[config.mk]
export PLATFORM = sky130hd
export DESIGN_NAME = asb_register_bank
export DESIGN_NICKNAME = d
export VERILOG_FILES = /design/src/inc/asb_pkg.sv /design/src/logic/asb_register_bank.sv
export SDC_FILE = /design/constraint.sdc
export NUM_CORES = 1
export LEC_CHECK = 0
export BUFFER_PORTS_ARGS = -buffer_cell sky130_fd_sc_hd__buf_2
export CAP_MARGIN = 0
export CORE_MARGIN = 3
export CORE_UTILIZATION = 62
export DETAILED_ROUTE_END_ITERATION = 8
export PLACE_DENSITY = 0.87
export SYNTH_ARGS = -nofsm -noshare
export SYNTH_HDL_FRONTEND = slang
export SYNTH_SLANG_ARGS = --single-unit
[constraint.sdc]
create_clock -name i_clk -period 4.1 [get_ports i_clk]
set_input_delay 0.82 -clock i_clk [delete_from_list [all_inputs] [get_ports i_clk]]
set_output_delay 0.82 -clock i_clk [all_outputs]
set_load 0.03 [all_outputs]
[src/inc/asb_pkg.sv]
// Purpose: Shared constants of the angle sensor register bank.
// Assumes: Byte-wide register port driven by the serial link engine.
// Notes:   Offsets are register numbers on the serial link.
package asb_pkg;
  // Register offsets.
  localparam logic [3:0] ADDR_CONTROL_ONE  = 4'h0;
  localparam logic [3:0] ADDR_X_LOW        = 4'h1;
  localparam logic [3:0] ADDR_X_HIGH       = 4'h2;
  localparam logic [3:0] ADDR_Y_LOW        = 4'h3;
  localparam logic [3:0] ADDR_Y_HIGH       = 4'h4;
  localparam logic [3:0] ADDR_FRAME_STATUS = 4'h5;
  localparam logic [3:0] ADDR_PHASE_INVERT = 4'h6;
  localparam logic [3:0] ADDR_ANGLE_TEST   = 4'h7;
  localparam logic [3:0] ADDR_RESERVED_8   = 4'h8;
  localparam logic [3:0] ADDR_RESERVED_9   = 4'h9;
  localparam logic [3:0] ADDR_TEST_PATH    = 4'hc;
  localparam logic [3:0] ADDR_IDENT        = 4'hd;
  localparam logic [3:0] ADDR_GUARD_KEY    = 4'he;
  localparam logic [3:0] ADDR_FAULT_NODE   = 4'hf;
  // Field positions.
  localparam int BIT_SNAPSHOT_MODE = 0;
  localparam int BIT_AUTO_REFRESH  = 1;
  localparam int BIT_SPIKE_FILTER  = 3;
  localparam int BIT_REFRESH_TOG   = 4;
  localparam int BIT_NOT_BRIDGE    = 5;
  localparam int BIT_SUPPLY_FAULT  = 6;
  localparam int BIT_FILTER_INVERT = 7;
  localparam int BIT_ANGLE_TEST_ON = 6;
  localparam int BIT_TEST_CHANNEL  = 0;
  localparam int BIT_BRIDGE_TEST   = 1;
  localparam int BIT_CONV_TEST     = 2;
  localparam int BIT_FIR_SKIP      = 3;
  localparam int BIT_FILT_SWAPPED  = 4;
  localparam int BIT_FILT_PARALLEL = 5;
  localparam int BIT_Y_INVERT      = 6;
  localparam int BIT_TEMP_PATH     = 7;
  // Reset values and counts.
  localparam logic [7:0] RESET_CONTROL_ONE  = 8'h00;
  localparam logic [7:0] RESET_FRAME_STATUS = 8'h80;
  localparam logic [7:0] RESET_ZERO         = 8'h00;
  localparam logic [7:0] UNLOCK_KEY         = 8'h5a;
  localparam logic [3:0] FRAME_VALID_MIN    = 4'h2;
  localparam logic [3:0] FRAME_RELOAD       = 4'h3;
  localparam logic [6:0] PHASE_WRAP_NORMAL  = 7'h7f;
  localparam logic [6:0] PHASE_WRAP_SKIP    = 7'h1f;
  localparam logic [7:0] REFRESH_COMMAND    = 8'h00;
endpackage

[src/logic/asb_register_bank.sv]
// Purpose: Register bank, snapshot buffers, frame counters and line filters.
// Assumes: One 40 MHz clock; serial engine accesses registers on this clock.
// Notes:   Link lines are sampled by three flip-flops and optionally filtered.
`timescale 1ns/100ps

// Function
// - Spike filter bit enables link line filtering.
// - Auto refresh after settle ends angle test.
// - Snapshot mode reads stored buffer values.
// - Four bytes hold signed X and Y.
// - Fault and supply fault bits stick until read out.
// - Supply fault summary ORs all comparators.
// - Not-bridge bit follows multiplexer controls.
// - Refresh toggle inverts on every refresh.
// - Frame count counts pairs, clears on events.
// - Frame count valid from two, reloads three.
// - Frame count runs fourfold with fir skip.
// - Filter input invert bit drives data path.
// - Decimation phase settable, wraps 31 when skipping.
// - Angle test replaces X/Y with test values.
// - Temperature path carries X, auto applies.
// - Y stream invert reverses rotation.
// - Parallel and swapped filter routing bits.
// - Converter test beats bridge test.
// - Test channel selects X or Y.
// - Locked fields writable only with key set.
// - Sticky regulator and supply fault flags.
// - Node index holds the slave number.
// - Refresh copies all values into snapshots in snapshot mode.
// - All-zero command byte is the refresh.
module asb_register_bank #(
  parameter logic [7:0] IDENT_CODE = 8'h3c  // Arbitrary identification value.
) (
  // Clock and reset.
  input  wire logic        i_clk,
  input  wire logic        i_arst_n,
  // Link lines from the pins.
  input  wire logic        i_sck,
  input  wire logic        i_cs_n,
  input  wire logic        i_data,
  output logic             o_sck,
  output logic             o_cs_n,
  output logic             o_data,
  // Register port from the serial engine.
  input  wire logic        i_cmd_valid,
  input  wire logic [7:0]  i_cmd_byte,
  input  wire logic        i_reg_wr,
  input  wire logic        i_reg_rd,
  input  wire logic [3:0]  i_reg_addr,
  input  wire logic [7:0]  i_reg_wdata,
  output logic [7:0]       o_reg_rdata,
  // Data path.
  input  wire logic        i_decim_tick,
  input  wire logic [15:0] i_x_value,
  input  wire logic [15:0] i_y_value,
  input  wire logic        i_mux_ok,
  input  wire logic [5:0]  i_fault_cmp,
  // Controls to the analog and filter path.
  output logic             o_filter_input_invert,
  output logic             o_y_stream_invert,
  output logic             o_filters_parallel,
  output logic             o_filters_swapped,
  output logic             o_fir_skip,
  output logic             o_converter_to_test_pins,
  output logic             o_bridge_to_test_pins,
  output logic             o_test_channel_sel,
  output logic             o_temperature_path_on,
  output logic             o_angle_test_on,
  output logic [2:0]       o_test_value_x_sel,
  output logic [2:0]       o_test_value_y_sel,
  output logic [1:0]       o_node_index,
  output logic             o_spike_filter_select
);
  logic [7:0]  control_one;
  logic [7:0]  test_path_control;
  logic [7:0]  write_guard_key;
  logic [5:0]  fault_flags;
  logic [1:0]  node_index;
  logic        supply_fault;
  logic        refresh_toggle;
  logic [3:0]  frame_count;
  logic [6:0]  decimation_phase;
  logic        filter_input_invert;
  logic [6:0]  angle_test_control;
  logic [15:0] x_imm;
  logic [15:0] y_imm;
  logic [15:0] x_snap;
  logic [15:0] y_snap;
  logic [7:0]  status_snap;
  logic [6:0]  phase_snap;
  logic        auto_pending;
  logic [2:0]  sync_sck;
  logic [2:0]  sync_cs;
  logic [2:0]  sync_data;
  logic [2:0]  hist_sck;
  logic [2:0]  hist_cs;
  logic [2:0]  hist_data;
  logic        unlocked;
  logic        wr_phase;
  logic        wr_angle;
  logic        frame_event;
  logic        auto_fire;
  logic        refresh;
  logic        snapshot_mode;
  logic        fir_skip;
  logic [6:0]  phase_wrap;
  logic        not_bridge;
  logic [7:0]  status_imm;
  logic        angle_change;

  function automatic logic majority(input logic [2:0] s);
    majority = (s[0] & s[1]) | (s[1] & s[2]) | (s[0] & s[2]);
  endfunction

  function automatic logic wr_at(input logic wr, input logic [3:0] a, input logic [3:0] t);
    wr_at = wr && (a == t);
  endfunction

  // Three-stage synchronisers on the raw link pins.
  always_ff @(posedge i_clk or negedge i_arst_n) begin
    if (!i_arst_n) begin
      sync_sck  <= 3'h0;
      sync_cs   <= 3'h7;
      sync_data <= 3'h7;
    end else begin
      sync_sck  <= {sync_sck[1:0], i_sck};
      sync_cs   <= {sync_cs[1:0], i_cs_n};
      sync_data <= {sync_data[1:0], i_data};
    end
  end

  // Sample history; a level counts once the last two stages agree.
  always_ff @(posedge i_clk or negedge i_arst_n) begin
    if (!i_arst_n) begin
      hist_sck  <= 3'h0;
      hist_cs   <= 3'h7;
      hist_data <= 3'h7;
    end else begin
      if (sync_sck[1] == sync_sck[2]) begin
        hist_sck <= {hist_sck[1:0], sync_sck[2]};
      end
      if (sync_cs[1] == sync_cs[2]) begin
        hist_cs <= {hist_cs[1:0], sync_cs[2]};
      end
      if (sync_data[1] == sync_data[2]) begin
        hist_data <= {hist_data[1:0], sync_data[2]};
      end
    end
  end

  // Filtered lines take a two-of-three vote, unfiltered the newest sample.
  always_ff @(posedge i_clk or negedge i_arst_n) begin
    if (!i_arst_n) begin
      o_sck  <= 1'b0;
      o_cs_n <= 1'b1;
      o_data <= 1'b1;
    end else if (control_one[asb_pkg::BIT_SPIKE_FILTER]) begin
      o_sck  <= majority(hist_sck);
      o_cs_n <= majority(hist_cs);
      o_data <= majority(hist_data);
    end else begin
      o_sck  <= hist_sck[0];
      o_cs_n <= hist_cs[0];
      o_data <= hist_data[0];
    end
  end

  assign unlocked      = (write_guard_key == asb_pkg::UNLOCK_KEY);
  assign wr_phase      = wr_at(i_reg_wr, i_reg_addr, asb_pkg::ADDR_PHASE_INVERT);
  assign wr_angle      = wr_at(i_reg_wr, i_reg_addr, asb_pkg::ADDR_ANGLE_TEST);
  assign snapshot_mode = control_one[asb_pkg::BIT_SNAPSHOT_MODE];
  assign fir_skip      = test_path_control[asb_pkg::BIT_FIR_SKIP];
  assign phase_wrap    = fir_skip ? asb_pkg::PHASE_WRAP_SKIP : asb_pkg::PHASE_WRAP_NORMAL;
  assign frame_event   = i_decim_tick && (decimation_phase >= phase_wrap);
  assign auto_fire     = auto_pending && (frame_count >= asb_pkg::FRAME_VALID_MIN);
  assign refresh       = (i_cmd_valid && (i_cmd_byte == asb_pkg::REFRESH_COMMAND))
                         || auto_fire;
  assign angle_change  = (wr_angle && (i_reg_wdata[asb_pkg::BIT_ANGLE_TEST_ON]
                          != angle_test_control[asb_pkg::BIT_ANGLE_TEST_ON]))
                         || (auto_fire && angle_test_control[asb_pkg::BIT_ANGLE_TEST_ON]);
  assign not_bridge    = angle_test_control[asb_pkg::BIT_ANGLE_TEST_ON]
                         || test_path_control[asb_pkg::BIT_TEMP_PATH] || !i_mux_ok;
  assign status_imm    = {1'b0, supply_fault, not_bridge, refresh_toggle, frame_count};

  // Guard key; any value but the unlock key keeps locked fields locked.
  always_ff @(posedge i_clk or negedge i_arst_n) begin
    if (!i_arst_n) begin
      write_guard_key <= asb_pkg::RESET_ZERO;
    end else if (wr_at(i_reg_wr, i_reg_addr, asb_pkg::ADDR_GUARD_KEY)) begin
      write_guard_key <= i_reg_wdata;
    end
  end

  // Locked control registers.
  always_ff @(posedge i_clk or negedge i_arst_n) begin
    if (!i_arst_n) begin
      control_one       <= asb_pkg::RESET_CONTROL_ONE;
      test_path_control <= asb_pkg::RESET_ZERO;
      node_index        <= 2'h0;
    end else if (i_reg_wr) begin
      if (unlocked && (i_reg_addr == asb_pkg::ADDR_CONTROL_ONE)) begin
        control_one <= i_reg_wdata & 8'h0b;
      end
      if (unlocked && (i_reg_addr == asb_pkg::ADDR_TEST_PATH)) begin
        test_path_control <= i_reg_wdata;
      end
      if (unlocked && (i_reg_addr == asb_pkg::ADDR_FAULT_NODE)) begin
        node_index <= i_reg_wdata[1:0];
      end
    end
  end

  // Angle test register; auto refresh turns the test off.
  always_ff @(posedge i_clk or negedge i_arst_n) begin
    if (!i_arst_n) begin
      angle_test_control <= 7'h00;
    end else if (wr_angle) begin
      angle_test_control <= i_reg_wdata[6:0];
    end else if (auto_fire) begin
      angle_test_control[asb_pkg::BIT_ANGLE_TEST_ON] <= 1'b0;
    end
  end

  // Auto refresh is armed when a test or temperature readout starts.
  always_ff @(posedge i_clk or negedge i_arst_n) begin
    if (!i_arst_n) begin
      auto_pending <= 1'b0;
    end else if (!control_one[asb_pkg::BIT_AUTO_REFRESH] || auto_fire) begin
      auto_pending <= 1'b0;
    end else if ((wr_angle && i_reg_wdata[asb_pkg::BIT_ANGLE_TEST_ON])
                 || (unlocked && wr_at(i_reg_wr, i_reg_addr, asb_pkg::ADDR_TEST_PATH)
                     && i_reg_wdata[asb_pkg::BIT_TEMP_PATH])) begin
      auto_pending <= 1'b1;
    end
  end

  // Filter input inversion.
  always_ff @(posedge i_clk or negedge i_arst_n) begin
    if (!i_arst_n) begin
      filter_input_invert <= 1'b0;
    end else if (wr_phase) begin
      filter_input_invert <= i_reg_wdata[asb_pkg::BIT_FILTER_INVERT];
    end
  end

  // Decimation phase; a write sets the phase of the decimation.
  always_ff @(posedge i_clk or negedge i_arst_n) begin
    if (!i_arst_n) begin
      decimation_phase <= 7'h00;
    end else if (wr_phase) begin
      decimation_phase <= i_reg_wdata[6:0];
    end else if (auto_fire) begin
      decimation_phase <= 7'h00;
    end else if (frame_event) begin
      decimation_phase <= 7'h00;
    end else if (i_decim_tick) begin
      decimation_phase <= 7'(decimation_phase + 7'h01);
    end
  end

  // Frame counter with reload past overflow.
  always_ff @(posedge i_clk or negedge i_arst_n) begin
    if (!i_arst_n) begin
      frame_count <= asb_pkg::RESET_FRAME_STATUS[3:0];
    end else if (wr_phase || angle_change || auto_fire) begin
      frame_count <= 4'h0;
    end else if (frame_event) begin
      if (frame_count == 4'hf) begin
        frame_count <= asb_pkg::FRAME_RELOAD;
      end else begin
        frame_count <= 4'(frame_count + 4'h1);
      end
    end
  end

  // Immediate X and Y values latched per new pair.
  always_ff @(posedge i_clk or negedge i_arst_n) begin
    if (!i_arst_n) begin
      x_imm <= 16'h0000;
      y_imm <= 16'h0000;
    end else if (frame_event) begin
      x_imm <= i_x_value;
      y_imm <= i_y_value;
    end
  end

  // Refresh toggle inverts on every refresh.
  always_ff @(posedge i_clk or negedge i_arst_n) begin
    if (!i_arst_n) begin
      refresh_toggle <= 1'b0;
    end else if (refresh) begin
      refresh_toggle <= !refresh_toggle;
    end
  end

  // Snapshot buffers load together in update mode.
  always_ff @(posedge i_clk or negedge i_arst_n) begin
    if (!i_arst_n) begin
      x_snap      <= 16'h0000;
      y_snap      <= 16'h0000;
      status_snap <= asb_pkg::RESET_FRAME_STATUS;
      phase_snap  <= 7'h00;
    end else if (refresh && snapshot_mode) begin
      x_snap      <= x_imm;
      y_snap      <= y_imm;
      status_snap <= status_imm;
      phase_snap  <= decimation_phase;
    end
  end

  // Sticky faults; a new fault in the read cycle wins over the clear.
  always_ff @(posedge i_clk or negedge i_arst_n) begin
    if (!i_arst_n) begin
      fault_flags <= 6'h00;
    end else if (wr_at(i_reg_rd, i_reg_addr, asb_pkg::ADDR_FAULT_NODE)) begin
      fault_flags <= i_fault_cmp;
    end else begin
      fault_flags <= fault_flags | i_fault_cmp;
    end
  end

  // Supply summary; it follows the same set-wins rule on its own read.
  always_ff @(posedge i_clk or negedge i_arst_n) begin
    if (!i_arst_n) begin
      supply_fault <= 1'b0;
    end else if (wr_at(i_reg_rd, i_reg_addr, asb_pkg::ADDR_FRAME_STATUS)) begin
      supply_fault <= |i_fault_cmp;
    end else begin
      supply_fault <= supply_fault | (|i_fault_cmp);
    end
  end

  // Read data; update-type fields come from snapshots in update mode.
  always_comb begin
    o_reg_rdata = 8'h00;
    case (i_reg_addr)
      asb_pkg::ADDR_CONTROL_ONE:  o_reg_rdata = control_one;
      asb_pkg::ADDR_X_LOW:        o_reg_rdata = snapshot_mode ? x_snap[7:0] : x_imm[7:0];
      asb_pkg::ADDR_X_HIGH:       o_reg_rdata = snapshot_mode ? x_snap[15:8] : x_imm[15:8];
      asb_pkg::ADDR_Y_LOW:        o_reg_rdata = snapshot_mode ? y_snap[7:0] : y_imm[7:0];
      asb_pkg::ADDR_Y_HIGH:       o_reg_rdata = snapshot_mode ? y_snap[15:8] : y_imm[15:8];
      asb_pkg::ADDR_FRAME_STATUS: o_reg_rdata = snapshot_mode
                                    ? {1'b0, supply_fault, status_snap[5], refresh_toggle,
                                       status_snap[3:0]}
                                    : status_imm;
      asb_pkg::ADDR_PHASE_INVERT: o_reg_rdata = {filter_input_invert,
                                    snapshot_mode ? phase_snap : decimation_phase};
      asb_pkg::ADDR_ANGLE_TEST:   o_reg_rdata = {1'b0, angle_test_control};
      asb_pkg::ADDR_TEST_PATH:    o_reg_rdata = test_path_control;
      asb_pkg::ADDR_IDENT:        o_reg_rdata = IDENT_CODE;
      asb_pkg::ADDR_GUARD_KEY:    o_reg_rdata = write_guard_key;
      asb_pkg::ADDR_FAULT_NODE:   o_reg_rdata = {fault_flags, node_index};
      default:                    o_reg_rdata = 8'h00;
    endcase
  end

  // Control outputs.
  assign o_spike_filter_select    = control_one[asb_pkg::BIT_SPIKE_FILTER];
  assign o_filter_input_invert    = filter_input_invert;
  assign o_y_stream_invert        = test_path_control[asb_pkg::BIT_Y_INVERT];
  assign o_filters_parallel       = test_path_control[asb_pkg::BIT_FILT_PARALLEL];
  assign o_filters_swapped        = test_path_control[asb_pkg::BIT_FILT_SWAPPED];
  assign o_fir_skip               = fir_skip;
  assign o_converter_to_test_pins = test_path_control[asb_pkg::BIT_CONV_TEST];
  assign o_bridge_to_test_pins    = test_path_control[asb_pkg::BIT_BRIDGE_TEST]
                                    && !test_path_control[asb_pkg::BIT_CONV_TEST];
  assign o_test_channel_sel       = test_path_control[asb_pkg::BIT_TEST_CHANNEL];
  assign o_temperature_path_on    = test_path_control[asb_pkg::BIT_TEMP_PATH];
  assign o_angle_test_on          = angle_test_control[asb_pkg::BIT_ANGLE_TEST_ON];
  assign o_test_value_y_sel       = angle_test_control[5:3];
  assign o_test_value_x_sel       = angle_test_control[2:0];
  assign o_node_index             = node_index;
endmodule

# Word-level counts from Yosys, hierarchy flattened
# Index checks and enable logic that the tools add are counted.
[totals] reg_bits=147 in_bits=68 out_inout_bits=30 word_cells=131
[classes] n_addsub=2 magnitude_cmp=2 eq_ne=17 n_mux=24 n_bitwise=17 reduce_logical=41
[op_table] cell="8-bit one-hot mux with 12 select lines" count=1
[op_table] cell="7-bit two-way mux" count=6
[op_table] cell="8-bit two-way mux" count=4
[op_table] cell="4-bit equality test (second input constant)" count=5
[op_table] cell="1-bit logical AND" count=19
[op_table] cell="4-bit by 3-bit equality test with 1-bit output (second input constant)" count=4
[op_table] cell="4-bit two-way mux" count=3
[op_table] cell="6-bit two-way mux" count=2
[op_table] cell="1-bit bitwise AND" count=9
[op_table] cell="4-bit by 2-bit equality test with 1-bit output (second input constant)" count=2
[op_table] cell="8-bit by 7-bit equality test with 1-bit output (second input constant)" count=1
[op_table] cell="8-bit logical NOT" count=1
[op_table] cell="1-bit logical OR" count=8
[op_table] cell="1-bit two-way mux" count=8
[op_table] cell="7-bit by 1-bit adder with 7-bit output (second input constant)" count=1
[op_table] cell="7-bit >= comparator" count=1
[op_table] cell="1-bit bitwise OR" count=7
[op_table] cell="6-bit bitwise OR" count=1
[op_table] cell="2-bit AND reduction" count=3
[op_table] cell="2-bit nonzero test" count=3
[op_table] cell="6-bit OR reduction" count=1
[op_table] cell="4-bit by 1-bit adder with 4-bit output (second input constant)" count=1
[op_table] cell="4-bit by 1-bit equality test with 1-bit output (second input constant)" count=1
[op_table] cell="4-bit by 2-bit >= comparator with 1-bit output (second input constant)" count=1
[op_table] cell="other kinds (5)" count=10

# Longest topological paths before layout
# Gate-level depths: netlist of the first run.
[logic_depth] depth_word=7 mapped_depth=7

# Worst setup path after synthesis of the first run
# Ideal clock, no wire load.
[synth_path] path_type="input to output" start="input i_reg_addr[1]" end="output o_reg_rdata[7]" t_arrival_ns=2.447 t_required_ns=3.280 path_slack_ns=0.833 stages=7 path_cell_list="clkbuf_1 buf_2 buf_2 inv_1 nor3_1 a211oi_1 o221ai_1"
[synth_via] elab_chain_len=2 word_cells_on_any_way=13
[synth_rtl] element="start, declared" line_no="asb_register_bank.sv:49" text="input wire logic [3:0] i_reg_addr,"
[synth_rtl] element="4-bit equality test (tied with other cells)" line_no="asb_register_bank.sv:336" text="case (i_reg_addr)"
[synth_rtl] element="8-bit one-hot mux with 12 select lines *" line_no="asb_register_bank.sv:336"
[synth_rtl] element="end, declared" line_no="asb_register_bank.sv:51" text="output logic [7:0] o_reg_rdata,"
# Mark *: on every way between the ends. The rest lies on a longest branch, timed or not.

# Worst setup path after layout of the first run
[layout_path] start="register control_one[0]" end="output o_reg_rdata[5]"
[layout_via] elab_chain_len=2 word_cells_on_any_way=7
[layout_rtl] element="start, declared" line_no="asb_register_bank.sv:74" text="logic [7:0] control_one;"
[layout_rtl] element="start signal, assigned" line_no="asb_register_bank.sv:197" text="control_one <= asb_pkg::RESET_CONTROL_ONE;"
[layout_rtl] element="start signal, assigned" line_no="asb_register_bank.sv:202" text="control_one <= i_reg_wdata & 8'h0b;"
[layout_rtl] element="7-bit two-way mux (tied with other cells)" line_no="asb_register_bank.sv:347" text="snapshot_mode ? phase_snap : decimation_phase};"
[layout_rtl] element="8-bit one-hot mux with 12 select lines *" line_no="asb_register_bank.sv:336"
# Marks and branches as above.

==> impl_results.md, run 1 <==
* Outcome: finished clean
* Clock power share at 0.357
* Post-Syn Nets at 643
* Synth async-reset ratio at 1.000
* Multi-input combinational cell area at 3209 um^2
* Cell Int Power at 0.002851 W
* Num CTS Buffers at 17
* Sequential power share at 0.469
* Final setup TNS at 0 ns
* Peak supply drop at 0.4820 mV
* Pleak at 3.825 nW
* Slew @ Worst Pin at 1.014 ns
* Switch share at 0.3015
* Dpl cells at 785
* Routed wire length at 17,930 um
* Worst path required time at 3.28 ns
* RSZ-0062 raised after global routing: no
* Clock Skews at 0.01214 ns
* Wire length of the first global-routing pass at 28,330 um
* DP HPWL at 12,760 um
* Util after Layout at 0.7498
* Die footprint at 12,740 um^2
* Post-CTS Setup Bufs at 0
* Root Driver: clkbuf_16
* Reg area at 3672 um^2
* CP max-delay cell: dfrtp_2
* Synthesis warning total at 0
* GR Overflow Total at 0
* # hold bufs at CTS at 0
* Clock buffer depth at 2
* Initial antenna violation count at 0
* Core Area at 10,980 um^2
* Fin cells at 817
* CP peak stage delay at 0.85 ns
* Num ports at 98
* Vias per cell at 6.408
* Largest net degree at the start of global routing at 85
* Vias in the first global route at 5,237
* Die H at 112.9 um
* Final worst-path cycle share at 0.8784
* DRT Pass-1 Iters at 6
* Rows at 38
* Sequential share of the synthesized area at 0.5185
* Clock Latency Late Sink at 0.43 ns
* Fmax at 0.2777 GHz
* Crit path arrival time at 2.78 ns
* Psw at 0.001231 W
* Sink Count at 146
* Ys flop type: dfrtp_1
* Net count, final at 737
* Setup crit end kind: primary output
* Cell Area, Placed at 7681 um^2
* Layout Area Growth over Synthesis at 16.31%
* Critical path class: reg2out
* Post-cts gate resize count at 0
* Post-route design area at 8235 um^2
* Layout cells sized above 1 at 0.4106
* Vias at 5,235
* Number of enable flip-flop cells after synthesis at 0
* Mapped Avg Cell Area at 12.42 um^2
* Post-synthesis cell area at 7081 um^2
* Critical path buffers and inverters at 2
* CP max FO at 28
* Die width at 112.9 um
* Reg clk slew, reported paths at 0.06 ns
* Comb pwr share at 0.174
* PwrDens at 495.6 nW/um^2
* Yosys cell types at 71
* Slew Viols, Final at 0
* Filler cell count at 716
* Initial DRC count at 400
* Wire per inst at 21.95 um
* Number of I/O port buffers at 97
* Tot GR Track Use at 0.2918
* CP startpoint kind: flip-flop
* Final hold vios at 0
* CP top delay family: flip-flops
* CTS tree: yes
* Hold/Removal Path Class: reg2reg
* Final ANT Viol Nets at 0
* Min Tclk post-route at 3.601 ns
* Setup violations, final at 0
* DRC Markers at 0
* CP Cell Sequence: buf_4, mux2_2, a221oi_1, o2111ai_1, buf_2
* H-tree levels at 4
* Slew HR at 0.3225
* #FFs+latches synth at 146
* MaxCap Viol Count at 0
* Starting Density at 0.6447
* ANT cells at 0
* Synthesized netlist cell count at 570
* GP Congestion at 0.9684
## flip-flops by register name, indices dropped and copies added, names as in the netlist, 2 cells and up
register,flops
angle_test_control,7
control_one,3
decimation_phase,7
fault_flags,6
frame_count,4
hist_cs,3
hist_data,3
hist_sck,3
o_node_index,2
phase_snap,7
status_snap,5
sync_cs,3
sync_data,3
sync_sck,3
test_path_control,8
write_guard_key,8
x_imm,16
x_snap,16
y_imm,16
y_snap,16
## synth_stat cells, drive strengths merged (3+ instances only)
cell type	instances	share of area
dfstp	14	0.052
nor3	7	0.0049
or4	5	0.0064
a211oi	7	0.0074
o22ai	9	0.0080
nand3b	8	0.0085
clkbuf	12	0.0064
inv	11	0.0058
nand3	13	0.0092
and2	4	0.0035
a32oi	7	0.0087
o31a	3	0.0037
a21o	7	0.0074
xnor2	4	0.0049
a221oi	3	0.0037
nand2b	5	0.0044
maj3	3	0.0042
o21ai	12	0.0085
a22oi	4	0.0042
or4b	4	0.0057
o41ai	3	0.0037
nand2	27	0.014
nand4	5	0.0044
ha	5	0.0088
o221ai	3	0.0037
and3b	4	0.0049
dfrtp	132	0.47
a21oi	18	0.013
mux2i	30	0.042
nor2	16	0.0088
mux2	114	0.19
xor2	4	0.0049
buf	20	0.016
nor2b	5	0.0044
nor4	5	0.0044
## logic make-up after synthesis
logic type | count (synthesis) | share of synthesized area
AOI/OAI and AO/OA | 98 | 0.09931
xor gates and xnor gates | 8 | 0.009895
adders and majority gates | 8 | 0.01308
buffers and inverters | 44 | 0.02898
DFF | 146 | 0.5185
muxes | 145 | 0.2306
and+or+nand+nor | 121 | 0.09966
## layer usage
metal	up-vias	wire [um]	part of all wire	GRT usage
met1	2635	7515	0.42	0.3902
met2	219	8408	0.47	0.4439
met4	0	643	0.036	0.1194
li1	2324	-	-	-
met5	-	0	0	0
met3	57	1363	0.076	0.09465
## worst reg2reg max path, stage by stage, from the launching register on
cell and delay [ns]:
dfrtp_1 0.46, ha_1 0.32, nand4_1 0.12, o31a_1 0.40, nor2_4 0.79, mux2_2 0.46
## cell type report
type	instances	area share
Clock buffer	20	0.05424
Clock inverter	12	0.01307
Inverter	12	0.005469
Multi-Input combinational cell	380	0.3897
Sequential cell	146	0.4459
Tap cell	140	0.02127
Timing Repair Buffer	107	0.07034
## metrics by stage
stage                     hold slack, ns  total power, W  setup WS, ns
after floorplan                   0.3312        0.002322        0.8329
after CTS                         0.3539        0.004090        0.4656
after global routing              0.3627        0.004253        0.3667
after global placement            0.3346        0.002597        0.6292
after detailed placement          0.3405        0.002633        0.6044
final                             0.3514        0.004082        0.4985
## cell usage in the layout (no fill, tap or decap), drive strengths merged, types with 6 or more instances in the layout
master,synthesis,routed
dfrtp,132,132
mux2,114,114
buf,20,107
mux2i,30,30
nand2,27,27
clkbuf,12,20
a21oi,18,18
nor2,16,16
dfstp,14,14
inv,11,14
nand3,13,13
o21ai,12,12
o22ai,9,9
nand3b,8,8
nor3,7,7
a32oi,7,7
a211oi,7,7
a21o,7,7
clkinv,1,6
## power by group through the flow
stage	Combinational (W)	Sequential, W	Clock (W)
after floorplan	0.000450	0.00187	0
after global placement	0.000682	0.00191	0
after detailed placement	0.000705	0.00193	0
after CTS	0.000711	0.00191	0.00147
after global routing	0.000770	0.00194	0.00154
final	0.000711	0.00192	0.00146
## worst paths after layout
| kind | startpoint | cells after the start | endpoint | slack (ns) |
|---|---|---|---|---|
| min | sync_sck[0] | 0 | sync_sck[1] | 0.35 |
| max reg2reg | decimation_phase[5] | 5 | y_imm[2] | 1.44 |
| min reg2reg | sync_sck[0] | 0 | sync_sck[1] | 0.35 |
| min in group asynchronous | i_arst_n | 1 | decimation_phase[4] | 0.36 |
| max | control_one[0] | 5 | o_reg_rdata[5] | 0.50 |
| max in group asynchronous | i_arst_n | 2 | sync_sck[2] | 2.90 |
(Power assumes the default switching activity.)
==> inputs of run 2 (changes only) <==
CORE_MARGIN = 1   (was 3)
CORE_UTILIZATION = 58   (was 62)
PLACE_DENSITY = 0.82   (was 0.87)
clock period = 3.81 ns   (was 4.1 ns; I/O delays follow)
==> impl_results.md, run 2 (synthesis results as in run 1) <==
* DP HPWL at 13,190 um (+3.3%)
* Num CTS Buffers at 17 (unchanged)
* Slew @ Worst Pin at 0.9269 ns (-0.08695 ns)
* Peak supply drop at 0.4351 mV (-9.7%)
* Vias per cell at 6.358 (-0.78%)
* Critical path buffers and inverters at 3 (+1)
* Num ports at 98 (unchanged)
* Initial DRC count at 449 (+12%)
* Final setup TNS at 0 ns (unchanged)
* Wire length of the first global-routing pass at 29,210 um (+3.1%)
* Pleak at 3.846 nW (+0.56%)
* Die width at 112.5 um (-0.33%)
* Vias at 5,226 (-0.17%)
* Root Driver: clkbuf_16
* Worst setup startpoint: i_reg_addr[1]
* Hold Crit Start: sync_data[0]
* Initial antenna violation count at 0 (unchanged)
* CP max FO at 21 (-25%)
* Layout Area Growth over Synthesis at 16.93%
* Final hold vios at 0 (unchanged)
* Final ANT Viol Nets at 0 (unchanged)
* CP Cell Sequence: buf_2, buf_4, nor4bb_1, and2_1, o21ai_0, o2111ai_1, buf_2
* Slew HR at 0.3806 (+0.05811)
* H-tree levels at 4 (unchanged)
* Final worst-path cycle share at 0.9354
* Wire per inst at 22.06 um (+0.53%)
* Outcome: finished clean
* Clock Skews at 0.01083 ns (-0.001306 ns)
* Largest net degree at the start of global routing at 95 (+12%)
* Critical path class: in2out
* Core Area at 11,660 um^2 (+6.2%)
* Crit. path cell count at 7 (+2)
* WHS at 0.3585 ns (+0.007053 ns)
* CP top delay family: simple AND/OR/NAND/NOR gates
* GP Congestion at 0.9374 (-3.2%)
* GR Overflow Total at 0 (unchanged)
* Most common cell after layout, fill and taps aside: dfrtp_1
* PwrDens at 536.7 nW/um^2 (+8.3%)
* Setup violations, final at 0 (unchanged)
* Layout cells sized above 1 at 0.4153 (+0.004681)
* Fin cells at 822 (+0.61%)
* Critical R2R Launch: frame_count[0]
* Number of I/O port buffers at 97 (unchanged)
* Setup crit end kind: primary output
* Die H at 112.5 um (-0.33%)
* CTS tree: yes
* Routed wire length at 18,140 um (+1.1%)
* DRC Markers at 0 (unchanged)
* Sink Count at 146 (unchanged)
* Min Tclk post-route at 3.564 ns
* Post-cts gate resize count at 0 (unchanged)
* ANT cells at 0 (unchanged)
* Crit path top cell by count: buf_2
* Clock buffer depth at 2 (unchanged)
* Crit path arrival time at 2.80 ns (+0.02 ns)
* DRT Pass-1 Iters at 5 (-1)
* CP peak stage delay at 0.79 ns (-0.06 ns)
* Die footprint at 12,650 um^2 (-0.66%)
* Clock Latency Late Sink at 0.43 ns (about the same)
* R2r worst-path depth at 7 (+2)
* Vias in the first global route at 5,235 (-0.038%)
* Worst path required time at 3.05 ns (-0.23 ns)
* Tot GR Track Use at 0.3077 (+0.01597)
* # hold bufs at CTS at 0 (unchanged)
* CP max-delay cell: nor4bb_1
* Reg clk slew, reported paths at 0.06 ns (about the same)
* WHS Path Cells at 0 (unchanged)
* Most frequent cells in the layout: 131 x dfrtp_1, 107 x mux2_2, 96 x buf_2
* Net count, final at 739 (+0.27%)
* Post-CTS Setup Bufs at 0 (unchanged)
* MaxCap Viol Count at 0 (unchanged)
* Fmax at 0.2806 GHz
* Hold/Removal Path Class: reg2reg
* Dpl cells at 790 (+0.64%)
* CP startpoint kind: input port
* Rows at 39 (+2.6%)
* Starting Density at 0.6071 (-0.03756)
* Slew Viols, Final at 0 (unchanged)
* RSZ-0062 raised after global routing: no
[run 2: where the power goes]
group | total, W | switching [W] | internal [W] | leakage [nW]
clock network | 0.00161 | 0.000664 | 0.000944 | 0.278
logic | 0.000771 | 0.000412 | 0.000359 | 1.71
registers | 0.00206 | 0.000269 | 0.00180 | 1.86
total | 0.00444 | 0.00135 | 0.00310 | 3.85
[run 2: stage by stage]
stage	utilization	worst slack, ns	total power, W	instance area (um^2)
2_1_floorplan	-	0.6589	0.002498	7081
3_3_place_gp	0.6604	0.3494	0.002799	7702
3_5_place_dp	0.6604	0.2810	0.002846	7702
4_1_cts	0.7099	0.2852	0.004457	8279
5_1_grt	0.7099	0.02673	0.004624	8279
6_report	0.7099	0.2460	0.004444	8279
[run 2: layer usage]
metal | up-vias | track usage | routed length, um
met5 | - | 0 | 0
met4 | 0 | 0.1022 | 383
met3 | 36 | 0.05832 | 1191
met2 | 225 | 0.4936 | 8812
met1 | 2635 | 0.4250 | 7747
li1 | 2330 | - | -
[run 2: final timing paths]
check,to,slack [ns]
hold / removal,sync_data[1],0.36
setup reg to reg,status_snap[2],0.97
setup / recovery,o_reg_rdata[5],0.25
min in group asynchronous,frame_count[3],0.38
max in group asynchronous,sync_cs[1],2.60
hold reg to reg,sync_data[1],0.36
[run 2: area by class of cell]
class                           instances  area, um^2
Multi-Input combinational cell        380        3212
Tap cell                              143       178.9
Fill cell                             839        3383
Clock inverter                         12       120.1
Sequential cell                       146        3672
Timing Repair Buffer                  109       594.3
Clock buffer                           20       456.7
Inverter                               12       45.04
==> inputs of run 3 (changes only) <==
CELL_PAD_IN_SITES_DETAIL_PLACEMENT = 2   (was unset)
CELL_PAD_IN_SITES_GLOBAL_PLACEMENT = 2   (was unset)
CORE_UTILIZATION = 39   (was 58)
MAX_ROUTING_LAYER = met4   (was unset)
==> impl_results.md, run 3 (synthesis results as in run 1) <==
* Largest net degree at the start of global routing at 72 (-24%)
* R2r worst-path depth at 7 (unchanged)
* Vias in the first global route at 6,002 (+15%)
* Sequential power share at 0.449 (-0.016)
* Sink Count at 146 (unchanged)
* Fmax at 0.2874 GHz (+2.4%)
* Die H at 136.7 um (+22%)
* DRC Markers at 0 (unchanged)
* Number of I/O port buffers at 97 (unchanged)
* Die footprint at 18,700 um^2 (+48%)
* CP max FO at 18 (-14%)
* Switch share at 0.3281 (+0.02532)
* Setup violations, final at 0 (unchanged)
* GP Congestion at 0.9208 (-1.8%)
* # hold bufs at CTS at 0 (unchanged)
* H-tree levels at 4 (unchanged)
* Tot GR Track Use at 0.2682 (-0.03954)
* PwrDens at 547.3 nW/um^2 (+2.0%)
* Crit path arrival time at 2.72 ns (-0.08 ns)
* Comb pwr share at 0.186 (+0.013)
* Clock Skews at 0.009730 ns (-0.001105 ns)
* Vias at 5,388 (+3.1%)
* Core Area at 17,540 um^2 (+50%)
* Post-CTS Setup Bufs at 0 (unchanged)
* Reg-to-reg endpoint: x_snap[7]
* MaxCap Viol Count at 0 (unchanged)
* Final setup TNS at 0 ns (unchanged)
* Routed wire length at 22,850 um (+26%)
* Worst path required time at 3.05 ns (about the same)
* Clock power share at 0.365 (+0.003)
* Clock buffer depth at 2 (unchanged)
* Fin cells at 908 (+10%)
* Slew Viols, Final at 0 (unchanged)
* DRT Pass-1 Iters at 5 (unchanged)
* Most common cell after layout, fill and taps aside: dfrtp_1
* Cell Area, Placed at 7823 um^2 (+1.6%)
* Initial antenna violation count at 0 (unchanged)
* Die width at 136.7 um (+22%)
* Final hold vios at 0 (unchanged)
* Most frequent cells in the layout: 131 x dfrtp_1, 107 x mux2_2, 96 x buf_2
* Wire length of the first global-routing pass at 35,570 um (+22%)
* Slew HR at 0.3171 (-0.06347)
* Critical path class: reg2out
* Outcome: finished clean
* Net count, final at 743 (+0.54%)
* Post-cts gate resize count at 0 (unchanged)
* Num ports at 98 (unchanged)
* Critical R2R Launch: frame_count[0]
* RSZ-0062 raised after global routing: no
* Starting Density at 0.4038 (-0.2034)
* Hold/Removal Path Class: in2async
* Dpl cells at 876 (+11%)
* Vias per cell at 5.934 (-6.7%)
* DP HPWL at 16,410 um (+24%)
* Wire per inst at 25.17 um (+14%)
* FF-to-FF setup slack at 1.00 ns (+0.03 ns)
* Root Driver: clkbuf_16
* Reg clk slew, reported paths at 0.06 ns (about the same)
* Psw at 0.001511 W (+12%)
* ANT cells at 0 (unchanged)
* GR Overflow Total at 0 (unchanged)
* Rows at 48 (+23%)
* Peak supply drop at 0.3624 mV (-17%)
* Final worst-path cycle share at 0.9134 (-0.02204)
* Post-route design area at 8416 um^2 (+1.6%)
* Setup crit end kind: primary output
* Pleak at 3.860 nW (+0.35%)
* Cell Int Power at 0.003095 W (-0.11%)
* Final ANT Viol Nets at 0 (unchanged)
* Clock Latency Late Sink at 0.44 ns (about the same)
* CTS tree: yes
* Initial DRC count at 323 (-28%)
* Layout cells sized above 1 at 0.4202 (+0.004888)
* CP startpoint kind: flip-flop
* Slew @ Worst Pin at 1.022 ns (+0.09497 ns)
* Total chip power at 0.004606 W (+3.7%)
* Layout Area Growth over Synthesis at 18.85%
* Num CTS Buffers at 17 (unchanged)
* Min Tclk post-route at 3.480 ns (-0.08397 ns)
[run 3: cell count changes in the layout (fill, tap and decap cells not counted), sizes merged]
| cell | delta |
|---|---|
| buf | +4 |
| inv | +2 |
| clkinvlp | +2 |
| clkbuf | -3 |
| clkinv | -1 |
[run 3: power groups by stage]
stage          Sequential [W]  Clock (W)  Combinational, W
6_report              0.00207    0.00168          0.000855
3_5_place_dp          0.00209          0          0.000843
3_3_place_gp          0.00206          0          0.000803
2_1_floorplan         0.00201          0          0.000484
5_1_grt               0.00210    0.00177          0.000921
4_1_cts               0.00207    0.00171          0.000862
[run 3: worst max path at each step]
stage	start	cells past startpoint	to	slack, ns
global placement	i_reg_addr[1]	6	o_reg_rdata[5]	0.43
finish	control_one[0]	5	o_reg_rdata[6]	0.33
global route	control_one[0]	5	o_reg_rdata[6]	0.23
detailed placement	i_reg_addr[1]	7	o_reg_rdata[6]	0.39
floorplan	i_reg_addr[1]	7	o_reg_rdata[7]	0.66
CTS	control_one[0]	5	o_reg_rdata[6]	0.30
[run 3: stage by stage]
step | worst slack [ns] | utilization | hold slack (ns)
global placement | 0.4291 | 0.4461 | 0.3323
floorplan | 0.6589 | - | 0.3312
detailed placement | 0.3901 | 0.4461 | 0.3473
global route | 0.2317 | 0.4799 | 0.3592
finish | 0.3299 | 0.4799 | 0.3180
CTS | 0.3024 | 0.4799 | 0.3542
[run 3: cell type report]
type | instances | area [um^2]
Clock buffer | 17 | 425.4
Clock inverter | 15 | 167.7
Fill cell | 1761 | 9121
Inverter | 12 | 45.04
Multi-Input combinational cell | 380 | 3212
Sequential cell | 146 | 3672
Tap cell | 225 | 281.5
Timing Repair Buffer | 113 | 611.8
[run 3: critical path, cell delays in order, from the launching register on]
cell and delay, ns:
dfrtp_2 0.70, buf_4 0.35, mux2i_1 0.32, o21ai_0 0.11
or4_1 0.57, buf_2 0.21
[run 3: routing by layer]
metal | GRT usage | vias to the layer above | wire length (um)
li1 | - | 2342 | -
met1 | 0.3264 | 2868 | 9524
met2 | 0.4543 | 145 | 11930
met3 | 0.03926 | 33 | 926
met4 | 0.09198 | 0 | 477
met5 | - | - | 0
